$ cat src/aosd_pkg.sv
package aosd_pkg;
   // register byte offsets
   localparam logic [7:0] OFF_CTRL   = 8'h00;
   localparam logic [7:0] OFF_STATUS = 8'h04;
   localparam logic [7:0] OFF_FIRST_BUFFER_BASE  = 8'h08;
   localparam logic [7:0] OFF_SECOND_BUFFER_BASE  = 8'h0C;
   localparam logic [7:0] OFF_LENGTH = 8'h10;
   // control word fields
   localparam int CTL_RESET_BIT  = 31;
   localparam int CTL_RUN_BIT    = 0;
   localparam int CTL_LITTLE_BIT = 1;
   localparam int CTL_INVERT_BIT = 2;
   localparam int CTL_FMT_LO     = 3;
   localparam int CTL_LANE_LO    = 5;
   localparam int CTL_IRQ1_BIT   = 7;
   localparam int CTL_IRQ2_BIT   = 8;
   localparam int CTL_FIRST_BUFFER_ACKNOWLEDGE_BIT   = 9;
   localparam int CTL_SECOND_BUFFER_ACKNOWLEDGE_BIT   = 10;
   localparam logic [31:0] SOFT_RESET_WORD = 32'h8000_0000;
   // status fields
   localparam int ST_CUR1_BIT = 0;
   localparam int ST_DRN1_BIT = 1;
   localparam int ST_DRN2_BIT = 2;
   // alignment: six low address/size bits ignored
   localparam int ALIGN_BITS = 6;
   // sample formats
   typedef enum logic [1:0] {
      FMT_MONO32   = 2'b00,
      FMT_STEREO32 = 2'b01,
      FMT_MONO16   = 2'b10,
      FMT_STEREO16 = 2'b11
   } aosd_fmt_t;
   localparam logic [1:0] AXI_OKAY   = 2'b00;
   localparam logic [1:0] AXI_SLVERR = 2'b10;
endpackage

$ cat src/aosd_fetch_if.sv
// memory fetch channel between the engine and its fetch port
interface aosd_fetch_if;
   logic        req;
   logic [31:0] addr;
   logic        is16;
   logic        ack;
   logic [31:0] rdata;
   modport engine (output req, output addr, output is16,
                   input ack, input rdata);
   modport port (input req, input addr, input is16,
                 output ack, output rdata);
endinterface

$ cat src/aosd_dma.sv
// Summary of operation
// - samples go in order to lanes one..four
// - fetch word addresses never decrease within buffer
// - byte order bit selects big or little endian
// - two equal buffers used as double buffer
// - optional msb inversion of memory samples
// - idle lanes send zero, msb inverted when inversion is on
// - chip reset or 0x80000000 write resets unit
// - host processor reset leaves unit untouched
// - unit reset restores all fields to defaults
// - timestamp cleared by chip or host reset
// - after reset output off, buffer one current
// - drain buffer one, flag it, continue two
// - buffer one drained raises interrupt when enabled
// - length counts mono samples or stereo pairs
// - format field selects mono/stereo, 32/16 bit
// - mono sends sample as left and right
// - buffer two drains, flags, resumes buffer one
// - acknowledge clears drained flag, reads zero
//
// Implementation choices: the AXI4-Lite register port and the register addresses.
module aosd_dma
(
   // clock and resets
   input  wire logic        aclk,
   input  wire logic        aresetn,
   input  wire logic        host_reset_n,
   // axi4-lite slave
   input  wire logic [7:0]  s_awaddr,
   input  wire logic        s_awvalid,
   output logic             s_awready,
   input  wire logic [31:0] s_wdata,
   input  wire logic [3:0]  s_wstrb,
   input  wire logic        s_wvalid,
   output logic             s_wready,
   output logic [1:0]       s_bresp,
   output logic             s_bvalid,
   input  wire logic        s_bready,
   input  wire logic [7:0]  s_araddr,
   input  wire logic        s_arvalid,
   output logic             s_arready,
   output logic [31:0]      s_rdata,
   output logic [1:0]       s_rresp,
   output logic             s_rvalid,
   input  wire logic        s_rready,
   // memory highway read port
   output logic             mem_req,
   output logic [31:0]      mem_addr,
   input  wire logic        mem_ack,
   input  wire logic [31:0] mem_rdata,
   // lane data towards the serial framer
   input  wire logic        frame_take,
   output logic [31:0]      lane_left  [4],
   output logic [31:0]      lane_right [4],
   output logic             frame_ready,
   // buffer-drained interrupt (source 12)
   output logic             drained_irq,
   // timestamp counter
   output logic [31:0]      cycle_count
);
   aosd_fetch_if fch();

   // memory port instance
   aosd_fetch_port u_port
   (
      .aclk      (aclk),
      .aresetn   (aresetn),
      .fch       (fch),
      .mem_req   (mem_req),
      .mem_addr  (mem_addr),
      .mem_ack   (mem_ack),
      .mem_rdata (mem_rdata)
   );

   // ---- registers
   logic        output_run;            // transmit enable
   logic        little_endian;         // byte order
   logic        msb_invert;            // offset binary conversion
   logic [1:0]  sample_format_select;  // mono/stereo, width
   logic [1:0]  lane_count_select;     // lanes minus one
   logic        first_drained_irq_on;
   logic        second_drained_irq_on;
   logic        first_buffer_current;
   logic        first_buffer_drained;
   logic        second_buffer_drained;
   logic [31:0] first_buffer_base;
   logic [31:0] second_buffer_base;
   logic [31:0] buffer_length;

   // ---- bus decode
   logic        aw_held;               // write address captured
   logic        w_held;                // write data captured
   logic [7:0]  aw_addr;
   logic [31:0] w_data;
   logic [3:0]  w_strb;
   assign s_awready = ~aw_held & ~s_bvalid;
   assign s_wready  = ~w_held & ~s_bvalid;
   wire do_write = aw_held & w_held & ~s_bvalid;
   wire wr_ctrl  = do_write && aw_addr == aosd_pkg::OFF_CTRL;
   wire wr_first_buffer_base = do_write && aw_addr == aosd_pkg::OFF_FIRST_BUFFER_BASE;
   wire wr_second_buffer_base = do_write && aw_addr == aosd_pkg::OFF_SECOND_BUFFER_BASE;
   wire wr_len   = do_write && aw_addr == aosd_pkg::OFF_LENGTH;
   wire wr_known = wr_ctrl | wr_first_buffer_base | wr_second_buffer_base | wr_len
                   | (do_write && aw_addr == aosd_pkg::OFF_STATUS);
   // full-word soft reset; a partial strobe cannot reset
   wire soft_reset = wr_ctrl && w_strb == 4'hF
                     && w_data == aosd_pkg::SOFT_RESET_WORD;
   // unit reset: chip pin or soft write, never host reset
   wire unit_rst = ~aresetn | soft_reset;
   wire first_buffer_acknowledge = wr_ctrl & w_data[aosd_pkg::CTL_FIRST_BUFFER_ACKNOWLEDGE_BIT] & w_strb[1];
   wire second_buffer_acknowledge = wr_ctrl & w_data[aosd_pkg::CTL_SECOND_BUFFER_ACKNOWLEDGE_BIT] & w_strb[1];

   // byte-lane merge for register writes
   function automatic logic [31:0] merge(input logic [31:0] old,
                                         input logic [31:0] nw,
                                         input logic [3:0]  st);
      for (int i = 0; i < 4; i++)
         merge[i*8 +: 8] = st[i] ? nw[i*8 +: 8] : old[i*8 +: 8];
   endfunction

   // bus write channel capture and response
   always_ff @(posedge aclk)
   begin
      if (!aresetn)
      begin
         aw_held  <= 1'b0;
         w_held   <= 1'b0;
         aw_addr  <= 8'h00;
         w_data   <= 32'h0000_0000;
         w_strb   <= 4'h0;
         s_bvalid <= 1'b0;
         s_bresp  <= aosd_pkg::AXI_OKAY;
      end
      else
      begin
         if (s_awvalid & s_awready)
         begin
            aw_held <= 1'b1;
            aw_addr <= s_awaddr;
         end
         if (s_wvalid & s_wready)
         begin
            w_held <= 1'b1;
            w_data <= s_wdata;
            w_strb <= s_wstrb;
         end
         if (do_write)
         begin
            aw_held  <= 1'b0;
            w_held   <= 1'b0;
            s_bvalid <= 1'b1;
            s_bresp  <= wr_known ? aosd_pkg::AXI_OKAY : aosd_pkg::AXI_SLVERR;
         end
         else if (s_bready)
            s_bvalid <= 1'b0;
      end
   end

   // control and configuration registers
   always_ff @(posedge aclk)
   begin
      if (unit_rst)
      begin
         // every field back to default
         output_run            <= 1'b0;
         little_endian         <= 1'b0; // big endian default
         msb_invert            <= 1'b0;
         sample_format_select  <= aosd_pkg::FMT_MONO32;
         lane_count_select     <= 2'b00;
         first_drained_irq_on  <= 1'b0;
         second_drained_irq_on <= 1'b0;
         first_buffer_base     <= 32'h0000_0000;
         second_buffer_base    <= 32'h0000_0000;
         buffer_length         <= 32'h0000_0000;
      end
      else
      begin
         if (wr_ctrl & w_strb[0])
         begin
            output_run           <= w_data[aosd_pkg::CTL_RUN_BIT];
            little_endian        <= w_data[aosd_pkg::CTL_LITTLE_BIT];
            msb_invert           <= w_data[aosd_pkg::CTL_INVERT_BIT];
            sample_format_select <= w_data[aosd_pkg::CTL_FMT_LO +: 2];
            lane_count_select    <= w_data[aosd_pkg::CTL_LANE_LO +: 2];
            first_drained_irq_on <= w_data[aosd_pkg::CTL_IRQ1_BIT];
         end
         if (wr_ctrl & w_strb[1])
            second_drained_irq_on <= w_data[aosd_pkg::CTL_IRQ2_BIT];
         if (wr_first_buffer_base)
            first_buffer_base <= merge(first_buffer_base, w_data, w_strb);
         if (wr_second_buffer_base)
            second_buffer_base <= merge(second_buffer_base, w_data, w_strb);
         if (wr_len)
            buffer_length <= merge(buffer_length, w_data, w_strb);
      end
   end

   // ---- read channel
   wire [31:0] ctrl_rd = {23'h0,
      second_drained_irq_on, first_drained_irq_on, lane_count_select,
      sample_format_select, msb_invert, little_endian, output_run};
   wire [31:0] stat_rd = {29'h0, second_buffer_drained,
      first_buffer_drained, first_buffer_current};
   // acknowledge bits are write-only and read as zero
   wire [31:0] rd_mux =
      s_araddr == aosd_pkg::OFF_CTRL   ? ctrl_rd :
      s_araddr == aosd_pkg::OFF_STATUS ? stat_rd :
      s_araddr == aosd_pkg::OFF_FIRST_BUFFER_BASE  ? first_buffer_base :
      s_araddr == aosd_pkg::OFF_SECOND_BUFFER_BASE  ? second_buffer_base :
      s_araddr == aosd_pkg::OFF_LENGTH ? buffer_length : 32'h0000_0000;
   wire rd_known = s_araddr == aosd_pkg::OFF_CTRL
      || s_araddr == aosd_pkg::OFF_STATUS || s_araddr == aosd_pkg::OFF_FIRST_BUFFER_BASE
      || s_araddr == aosd_pkg::OFF_SECOND_BUFFER_BASE || s_araddr == aosd_pkg::OFF_LENGTH;
   assign s_arready = ~s_rvalid;

   // read data registered one cycle after address
   always_ff @(posedge aclk)
   begin
      if (!aresetn)
      begin
         s_rvalid <= 1'b0;
         s_rdata  <= 32'h0000_0000;
         s_rresp  <= aosd_pkg::AXI_OKAY;
      end
      else if (s_arvalid & s_arready)
      begin
         s_rvalid <= 1'b1;
         s_rdata  <= rd_mux;
         s_rresp  <= rd_known ? aosd_pkg::AXI_OKAY : aosd_pkg::AXI_SLVERR;
      end
      else if (s_rready)
         s_rvalid <= 1'b0;
   end

   // ---- fetch engine
   typedef enum logic [1:0] {
      ST_IDLE  = 2'b00,
      ST_FETCH = 2'b01,
      ST_SHOW  = 2'b10
   } aosd_state_t;
   aosd_state_t state;
   logic [31:0] offset;     // byte offset inside current buffer
   logic [2:0]  slot;       // lane*2 + right
   logic [31:0] hold_left  [4];
   logic [31:0] hold_right [4];

   wire is16   = sample_format_select[1];
   wire stereo = sample_format_select[0];
   // six low bits ignored
   wire [31:0] base_now = (first_buffer_current ? first_buffer_base
      : second_buffer_base) & ~32'h0000_003F;
   wire [31:0] len_al = buffer_length & ~32'h0000_003F;
   // byte span: 2,4,4,8 times length
   wire [31:0] span = is16 ? (stereo ? len_al << 2 : len_al << 1)
                           : (stereo ? len_al << 3 : len_al << 2);
   wire [31:0] step = is16 ? 32'h0000_0002 : 32'h0000_0004;
   wire [31:0] next_offset = offset + step;
   wire        buf_end = next_offset >= span;
   // the current buffer needs to be full before fetching
   wire cur_full = first_buffer_current ? ~first_buffer_drained
                                        : ~second_buffer_drained;
   wire [2:0] last_slot = {lane_count_select, stereo};

   // halfword selection and byte order
   function automatic logic [31:0] shape(input logic [31:0] w,
      input logic [1:0] a, input logic h16, input logic le,
      input logic inv);
      logic [31:0] s;
      logic [15:0] hw;
      s  = 32'h0000_0000;
      hw = a[1] ? (le ? w[31:16] : w[15:0]) : (le ? w[15:0] : w[31:16]);
      if (h16)
         s = {16'h0000, le ? hw : {hw[7:0], hw[15:8]}};
      else
         s = le ? w : {w[7:0], w[15:8], w[23:16], w[31:24]};
      // msb flip for offset binary
      if (inv)
         s = h16 ? s ^ 32'h0000_8000 : s ^ 32'h8000_0000;
      return s;
   endfunction
   wire [31:0] sample = shape(fch.rdata, offset[1:0], is16,
                              little_endian, msb_invert);
   wire [31:0] idle_word = msb_invert ? (is16 ? 32'h0000_8000
      : 32'h8000_0000) : 32'h0000_0000;

   assign fch.req  = state == ST_FETCH & ~fch.ack;
   // word address never decreases within a buffer; 16-bit halves share a word
   assign fch.addr = base_now + {offset[31:2], 2'b00};
   assign fch.is16 = is16;
   assign frame_ready = state == ST_SHOW;

   // sample sequencer: fetch, route, then hand frame to framer
   always_ff @(posedge aclk)
   begin
      if (unit_rst)
      begin
         state                 <= ST_IDLE;
         offset                <= 32'h0000_0000;
         slot                  <= 3'd0;
         first_buffer_current  <= 1'b1;
         first_buffer_drained  <= 1'b0;
         second_buffer_drained <= 1'b0;
         for (int i = 0; i < 4; i++)
         begin
            hold_left[i]  <= 32'h0000_0000;
            hold_right[i] <= 32'h0000_0000;
            lane_left[i]  <= 32'h0000_0000;
            lane_right[i] <= 32'h0000_0000;
         end
      end
      else
      begin
         if (first_buffer_acknowledge)
            first_buffer_drained <= 1'b0;
         if (second_buffer_acknowledge)
            second_buffer_drained <= 1'b0;
         unique case (state)
            ST_IDLE:
               if (output_run & cur_full)
               begin
                  state <= ST_FETCH;
                  slot  <= 3'd0;
               end
            ST_FETCH:
               if (fch.ack)
               begin
                  // route in lane order
                  if (stereo & slot[0])
                     hold_right[slot[2:1]] <= sample;
                  else
                  begin
                     hold_left[slot[2:1]] <= sample;
                     if (!stereo)
                        hold_right[slot[2:1]] <= sample;
                  end
                  if (buf_end)
                  begin
                     // switch buffers without gap
                     offset <= 32'h0000_0000;
                     first_buffer_current <= ~first_buffer_current;
                     if (first_buffer_current)
                        first_buffer_drained <= 1'b1; // set wins
                     else
                        second_buffer_drained <= 1'b1;
                  end
                  else
                     offset <= next_offset;
                  slot <= stereo ? slot + 3'd1 : slot + 3'd2;
                  if ({slot[2:1], stereo & slot[0]} == last_slot
                      || (!stereo && slot[2:1] == lane_count_select))
                     state <= ST_SHOW;
                  else if (buf_end & ~(first_buffer_current
                           ? ~second_buffer_drained : ~first_buffer_drained))
                     state <= ST_FETCH;
               end
            ST_SHOW:
               if (frame_take)
               begin
                  for (int i = 0; i < 4; i++)
                  begin
                     lane_left[i]  <= (2'(i) <= lane_count_select)
                                      ? hold_left[i] : idle_word;
                     lane_right[i] <= (2'(i) <= lane_count_select)
                                      ? hold_right[i] : idle_word;
                  end
                  state <= (output_run & cur_full) ? ST_FETCH : ST_IDLE;
                  slot  <= 3'd0;
               end
            default:
               state <= ST_IDLE;
         endcase
      end
   end

   // interrupt level while drained flags enabled
   assign drained_irq = (first_buffer_drained & first_drained_irq_on)
                      | (second_buffer_drained & second_drained_irq_on);

   // timestamp: chip or host reset only, not soft reset
   always_ff @(posedge aclk)
   begin
      if (!aresetn || !host_reset_n)
         cycle_count <= 32'h0000_0000;
      else
         cycle_count <= cycle_count + 32'h0000_0001;
   end

   // ---- assertions
   property p_soft_reset;
      @(posedge aclk) disable iff (!aresetn)
      soft_reset |=> !output_run && first_buffer_current
                     && !first_buffer_drained;
   endproperty
   a_soft_reset: assert property (p_soft_reset)
      else $error("soft reset did not restore defaults");

   property p_drain1;
      @(posedge aclk) disable iff (!aresetn)
      (state == ST_FETCH && fch.ack && buf_end && first_buffer_current
       && !soft_reset) |=> first_buffer_drained && !first_buffer_current;
   endproperty
   a_drain1: assert property (p_drain1)
      else $error("buffer one drain not flagged");

   property p_irq;
      @(posedge aclk) disable iff (!aresetn)
      (first_buffer_drained && first_drained_irq_on) |-> drained_irq;
   endproperty
   a_irq: assert property (p_irq)
      else $error("drained interrupt missing");

   property p_ack_read;
      @(posedge aclk) disable iff (!aresetn)
      (s_arvalid && s_arready && s_araddr == aosd_pkg::OFF_CTRL)
      |=> s_rdata[aosd_pkg::CTL_SECOND_BUFFER_ACKNOWLEDGE_BIT:aosd_pkg::CTL_FIRST_BUFFER_ACKNOWLEDGE_BIT] == 2'b00;
   endproperty
   a_ack_read: assert property (p_ack_read)
      else $error("acknowledge bits read nonzero");

   property p_addr_up;
      @(posedge aclk) disable iff (!aresetn)
      (state == ST_FETCH && fch.ack && !buf_end && !soft_reset)
      |=> offset > $past(offset);
   endproperty
   a_addr_up: assert property (p_addr_up)
      else $error("fetch address did not increase");

   property p_host_keep;
      @(posedge aclk) disable iff (!aresetn)
      (!host_reset_n && !soft_reset && !wr_ctrl) |=> $stable(output_run);
   endproperty
   a_host_keep: assert property (p_host_keep)
      else $error("host reset disturbed unit");

   property p_ts_clear;
      @(posedge aclk) disable iff (!aresetn)
      !host_reset_n |=> cycle_count == 32'h0000_0000;
   endproperty
   a_ts_clear: assert property (p_ts_clear)
      else $error("timestamp not cleared");

   property p_idle_lane;
      @(posedge aclk) disable iff (!aresetn)
      (state == ST_SHOW && frame_take && lane_count_select == 2'b00
       && !soft_reset) |=> lane_left[3] == $past(idle_word);
   endproperty
   a_idle_lane: assert property (p_idle_lane)
      else $error("idle lane value wrong");

   property p_mono_dup;
      @(posedge aclk) disable iff (!aresetn)
      (state == ST_SHOW && frame_take && !stereo && !soft_reset)
      |=> lane_left[0] == lane_right[0];
   endproperty
   a_mono_dup: assert property (p_mono_dup)
      else $error("mono left and right differ");
endmodule

$ cat src/aosd_fetch_port.sv
// memory side: forwards requests, registers returned words
module aosd_fetch_port
(
   // clock and reset
   input  wire logic        aclk,
   input  wire logic        aresetn,
   // engine side
   aosd_fetch_if.port       fch,
   // memory side
   output logic             mem_req,
   output logic [31:0]      mem_addr,
   input  wire logic        mem_ack,
   input  wire logic [31:0] mem_rdata
);
   // request is passed straight through, held by the engine
   assign mem_req  = fch.req;
   assign mem_addr = fch.addr;
   // returned data registered so the engine sees stable words
   always_ff @(posedge aclk)
   begin
      if (!aresetn)
      begin
         fch.ack   <= 1'b0;
         fch.rdata <= 32'h0000_0000;
      end
      else
      begin
         fch.ack <= mem_ack & fch.req & ~fch.ack;
         if (mem_ack)
            fch.rdata <= mem_rdata;
      end
   end
endmodule

$ cat config.mk
export PLATFORM = sky130hd
export DESIGN_NAME = aosd_dma
export DESIGN_NICKNAME = d
export VERILOG_FILES = /design/src/aosd_pkg.sv /design/src/aosd_fetch_if.sv /design/src/aosd_dma.sv /design/src/aosd_fetch_port.sv
export SDC_FILE = /design/constraint.sdc
export NUM_CORES = 2
export LEC_CHECK = 0
export BUFFER_PORTS_ARGS = -buffer_cell sky130_fd_sc_hd__buf_2
export CORE_ASPECT_RATIO = 0.75
export CORE_MARGIN = 2
export CORE_UTILIZATION = 55
export CTS_CLUSTER_SIZE = 16
export DETAILED_ROUTE_END_ITERATION = 10
export GPL_ROUTABILITY_DRIVEN = 1
export GPL_TIMING_DRIVEN = 0
export PLACE_DENSITY = 0.74
export SLEW_MARGIN = 5
export SYNTH_ARGS = -nofsm -noshare
export SYNTH_HDL_FRONTEND = slang
export SYNTH_SLANG_ARGS = --single-unit
export TNS_END_PERCENT = 30
$ cat constraint.sdc
create_clock -name aclk -period 5.2 [get_ports aclk]
set_input_delay 0.78 -clock aclk [delete_from_list [all_inputs] [get_ports aclk]]
set_output_delay 0.78 -clock aclk [all_outputs]
set_load 0.03 [all_outputs]
* Yosys cells after proc, flatten, opt, wreduce, memory -nomap -nowiden *
Memories as Yosys holds them, arrays and structs flattened. A register that Yosys moved wholly into a read port is not among the register bits.
Cells that the tools add are included.

operators by class
  $add $sub $neg = 5
  magnitude comparators = 4
  equality and inequality tests = 18
  multiplexer cells = 82
  bitwise logic cells = 40
  reductions and logical operators = 43

operators by type and width
  cell                                                                    count
  32-bit two-way mux                                                      25
  16-bit two-way mux                                                      4
  32-bit OR reduction                                                     2
  1-bit two-way mux                                                       37
  32-bit by 1-bit adder with 32-bit output (second input constant)        1
  32-bit by 3-bit adder with 32-bit output                                1
  32-bit adder                                                            1
  32-bit equality test (second input constant)                            1
  8-bit by 4-bit equality test with 1-bit output (second input constant)  4
  32-bit >= comparator                                                    1
  2-bit AND reduction                                                     14
  1-bit bitwise AND                                                       21
  2-bit two-way mux                                                       9
  8-bit by 3-bit equality test with 1-bit output (second input constant)  2
  8-bit by 5-bit equality test with 1-bit output (second input constant)  2
  8-bit zero test                                                         2
  3-bit two-way mux                                                       5
  1-bit inverter                                                          12
  3-bit case mux with 3 select lines                                      1
  1-bit logical AND                                                       8
  4-bit AND reduction                                                     2
  1-bit OR                                                                7
  1-bit logical OR                                                        6
  2-bit case mux with 3 select lines                                      1
  other kinds (18)                                                        23

word-level totals
  register bits = 486
  RAM bits = 256
  output and inout port bits = 364
  memories = 2

memory list
  memory      words  width  read ports  clocked after Yosys merged registers in  wr ports  line             text
  hold_left   4      32     4           1                                        4         aosd_dma.sv:244  logic [31:0] hold_left [4];
  hold_right  4      32     4           1                                        4         aosd_dma.sv:245  logic [31:0] hold_right [4];

* Longest topological paths before layout *
  word-level depth = 11
  mapped depth = 20
  mapped depth without buffers = 17

* Hierarchy *
Synthesis repeated with hierarchy kept, for this count alone.

unflattened totals
  cells, all modules = 3698
  area total of the unflattened synthesis = 34679.5 um^2

by module, submodules not included
  module           times used  cells each  area each (um^2)  seq. area each (um^2)
  aosd_dma         1           3560        33158.1           17977.2
  aosd_fetch_port  1           138         1521.5            660.6

* Worst setup path after synthesis *
No wires, ideal clock.

  path type = reg2out
  start = reg first_buffer_current
  end = out mem_addr[28]
  data arrival time = 3.649 ns
  data required time = 4.420 ns
  setup slack = 0.771 ns
  cell stages (with the launch flop) = 13
  cell sequence = dfxtp_1 -> clkbuf_1 -> clkbuf_1 -> mux2_2 -> ha_1 -> nor2b_1 -> o21ai_0 -> a2111oi_0 -> o32a_1 -> nand4_1 -> a41oi_1 -> a21oi_1 -> xnor2_1

between the ends
  word-level cells in the longest chain between the ends = 2

ends and longest elaborated chain
  element                   line             text
  start: declaration        aosd_dma.sv:83   logic first_buffer_current;
  start signal: assignment  aosd_dma.sv:340  first_buffer_current <= ~first_buffer_current;
  32-bit two-way mux        aosd_dma.sv:250  wire [31:0] base_now = (first_buffer_current ? first_buffer_base
  32-bit adder              aosd_dma.sv:288  assign fch.addr = base_now + {offset[31:2], 2'b00};
  end: declaration          aosd_dma.sv:48   output logic [31:0] mem_addr,

No other way between the ends.

* Worst setup path after layout *
Ends and elaborated chain as after synthesis.

==> impl_metrics.toml <==
[run_status]
status = "complete, no violations"

[drt]
drt-wirelength-per-cell_um = 22.5
ant_nets = 0
drt_iter0_markers = 3603
drt-pass1-iter-count = 6
drt_wl_total_um = 113000
vias = 29900
route.detailed.drc = 0
viasPerCell = 5.95

[worst_setup_path]
cp-endpoint = "mem_addr[28]"
cp-startpoint = "first_buffer_current$_SDFFE_PP1P_"
cp-start-kind = "register"
cp.arrival_ns = 4.23
crit_type = "reg -> out"
r2r_end = "offset[25]$_SDFFE_PP0P_"
end_kind = "output pin"
worst_r2r_startpoint = "sample_format_select[1]$_SDFFE_PP0P_"
worstPathCellList = "buf_6 > buf_4 > mux2_2 > ha_1 > nor2b_1 > o21ai_0 > a2111oi_2 > o32a_1 > nand4_1 > a41oi_2 > a21oi_1 > xnor2_1 > buf_2"
rr_worst_depth = 18
reg2reg_slack_ns = 0.39
cp_slowest_stage_delay_ns = 0.47
crit_required_ns = 4.42
slowest_stage = "a2111oi_2"
path_max_fanout = 10

[synthesis]
synth_mux_area_share_pct = 6.08
synth-edff-count = 256
avgSynthCellArea_sq_um = 9.43
synth_compound_gate_area_share_pct = 11.4
synthSimpleGateAreaFrac_pct = 19.9
synth_xor_area_share_pct = 2.03
ys_warn_count = 0
seq_area_frac_synth_pct = 54.8
postSynthCellCount = 3608
synthAdderAreaFrac_pct = 2.10
yosysUniqueCellTypes = 74
synth_top_flop_cell = "dfxtp_1"
synth_top_family_by_area = "simple AND/OR/NAND/NOR gates"
synthArstFlopShare_pct = 0
synth_area_sq_mm = 0.0340
ys_seq_elements = 803

[pwr]
power_w = 0.0131
p_leak_nw = 15.9
comb_power_share_pct = 4.8
switchingPower_w = 0.00304
pwr-share-clk_pct = 44.2
powerDensity_mw_per_mm2 = 325
ir_drop_mv = 0.388
p_int_w = 0.0101
swShare_pct = 23.2
seqPwrFrac_pct = 51.0

[place]
dp_hpwl_um = 82300
dp.cells = 4875
place_area_sq_mm = 0.0375
numPortBuffers = 451
pre_cts_ws_ns = -0.801
gp_congestion = 0.973

[sta]
fin_skew_ns = 0.0292
setup_viol = 0
setup_ws_ns = 0.194
post-route-min-period_ns = 5.01
max_slew.worst_pin.slew_ns = 1.18
finalMaxSlewViolations = 0
hold_viol = 0
slew_headroom_pct = 21.0
min_period_over_period_pct = 96.3
clock.fmax_ghz = 0.200

[floorplanning]
initial_core_util_pct = 56.0
die-area_sq_mm = 0.0639
die_w_um = 291
io_pins = 458
core_sq_mm = 0.0608
rows = 78
fp.dieH_um = 219

[layout]
multiInputGateArea_sq_mm = 0.0143
drive_above_1_share_pct = 19.8
area_delta_synth_final_pct = 18.5
instances_no_fill = 5022
final_common_cell = "nand2_1"
fillers = 5028
nets = 4309
final_core_util_pct = 66.3
seq_area_sq_mm = 0.0186
final_cell_mix = "nand2_1, dfxtp_1, buf_2"
final_area_sq_mm = 0.0403

[grt]
grt_pass1_vias = 27700
grt_pass1_wl_um = 167000
track_usage_pct = 34.6
antenna_found_initial = 4
grt_max_degree = 33
gr-total-overflow = 0

[clock_tree]
cts_tree = "done"
clkSlewWorstSetupHoldPaths_ns = 0.06
cts.sinks = 803
ctsHoldBuffers = 0
root_buffer = "clkbuf_16"
cts_buffer_depth = 3
cts_buffers = 77
clock_latency_ns = 0.63
htree_levels = 3

[job]
cap_violations = 0

[min_path]
hold_path_class = "in -> reg"
## metal layers
layer  up-vias  share of wire (%)  global-route usage, %
met1     14400                 42                   49.4
li1      13700                  -                      -
met2      1615                 42                   49.9
met3       236                 13                   10.4
met5         -              0.012                      0
met4         2                3.4                   11.4
## sequential cells by signal, summed over array words and instances, names as in the netlist, 2 cells and up
register / cells
buffer_length: 32
aw_addr: 8
cycle_count: 32
slot: 3
first_buffer_base: 32
lane_count_select: 2
s_rdata: 32
u_port.fch.rdata: 32
offset: 31
second_buffer_base: 32
state: 2
w_data: 32
hold_left: 128
lane_right: 128
w_strb: 4
sample_format_select: 2
hold_right: 128
lane_left: 128
## cells in the mapped netlist, drive strengths merged, types with 54 or more instances
master / count / area (sq um)
nand3: 278 / 1400
ha: 54 / 676
clkbuf: 166 / 623
nand2: 652 / 2450
mux2i: 76 / 761
a21oi: 419 / 2100
mux2: 84 / 946
buf: 98 / 499
edfxtp: 256 / 7690
nor2: 383 / 1440
dfxtp: 547 / 11000
o21ai: 55 / 279
## power by group through the flow
stage               Sequential, W  Clock (W)  Combinational [W]
floorplan                 0.00682          0           0.000306
finish                    0.00669    0.00580           0.000626
global route              0.00670    0.00607           0.000659
global placement          0.00682          0           0.000579
CTS                       0.00669    0.00582           0.000609
detailed placement        0.00683          0           0.000605
## final cells by class
type / instances / area share [%]
Sequential cell: 803 / 46.3
Multi-Input combinational cell: 2511 / 35.6
Timing Repair Buffer: 470 / 6.14
Clock buffer: 100 / 5.30
Buffer: 263 / 2.84
Tap cell: 800 / 2.48
Clock inverter: 40 / 1.10
Inverter: 33 / 0.320
Antenna cell: 2 / 0.0124
## critical path, delay by kind of cell (launching register included)
| family | cells | cell delay [ns] |
|---|---|---|
| xor gates and xnor gates | 1 | 0.22 |
| and+or+nand+nor | 2 | 0.28 |
| adders and majority gates | 1 | 0.37 |
| AOI/OAI and AO/OA | 5 | 1.23 |
| muxes | 1 | 0.44 |
| buffers and inverters | 3 | 0.65 |
| DFF | 1 | 0.39 |
## kinds of logic after synthesis
logic type | count (synthesis)
compound gates | 657
flops | 803
other cells | 1
xor+xnor | 79
buf+inv | 297
fa+ha+maj | 56
simple gates | 1539
mux | 176
## worst min-delay path by stage
stage                                        from                                to  cells after the start
floorplan           buffer_length[2]$_SDFFE_PP0P_     buffer_length[2]$_SDFFE_PP0P_                      2
global placement       lane_left[46]$_SDFFE_PP0P_        lane_left[46]$_SDFFE_PP0P_                      2
detailed placement     lane_left[25]$_SDFFE_PP0P_        lane_left[25]$_SDFFE_PP0P_                      2
CTS                                  mem_rdata[3]  u_port.fch.rdata[3]$_SDFFE_PN0P_                      3
global route                         host_reset_n         cycle_count[1]$_SDFF_PP0_                      2
finish                               mem_rdata[4]  u_port.fch.rdata[4]$_SDFFE_PN0P_                      3
## per-stage QoR
step	hold WS (ns)	setup TNS, ns
after floorplan	0.429	0
after global placement	0.435	-21.46
after detailed placement	0.440	-23.51
after CTS	0.373	0
after global routing	0.400	-0.0119
final	0.408	0
## what timing repair did
item                       in CTS  in global routing
hold endpoints to repair        0                  0
setup endpoints to repair      55                 41
setup buffers                   2                  4
pin swaps                       2                  5
gates resized for setup        22                 17
Note: power is estimated with default switching activity, not from simulation.
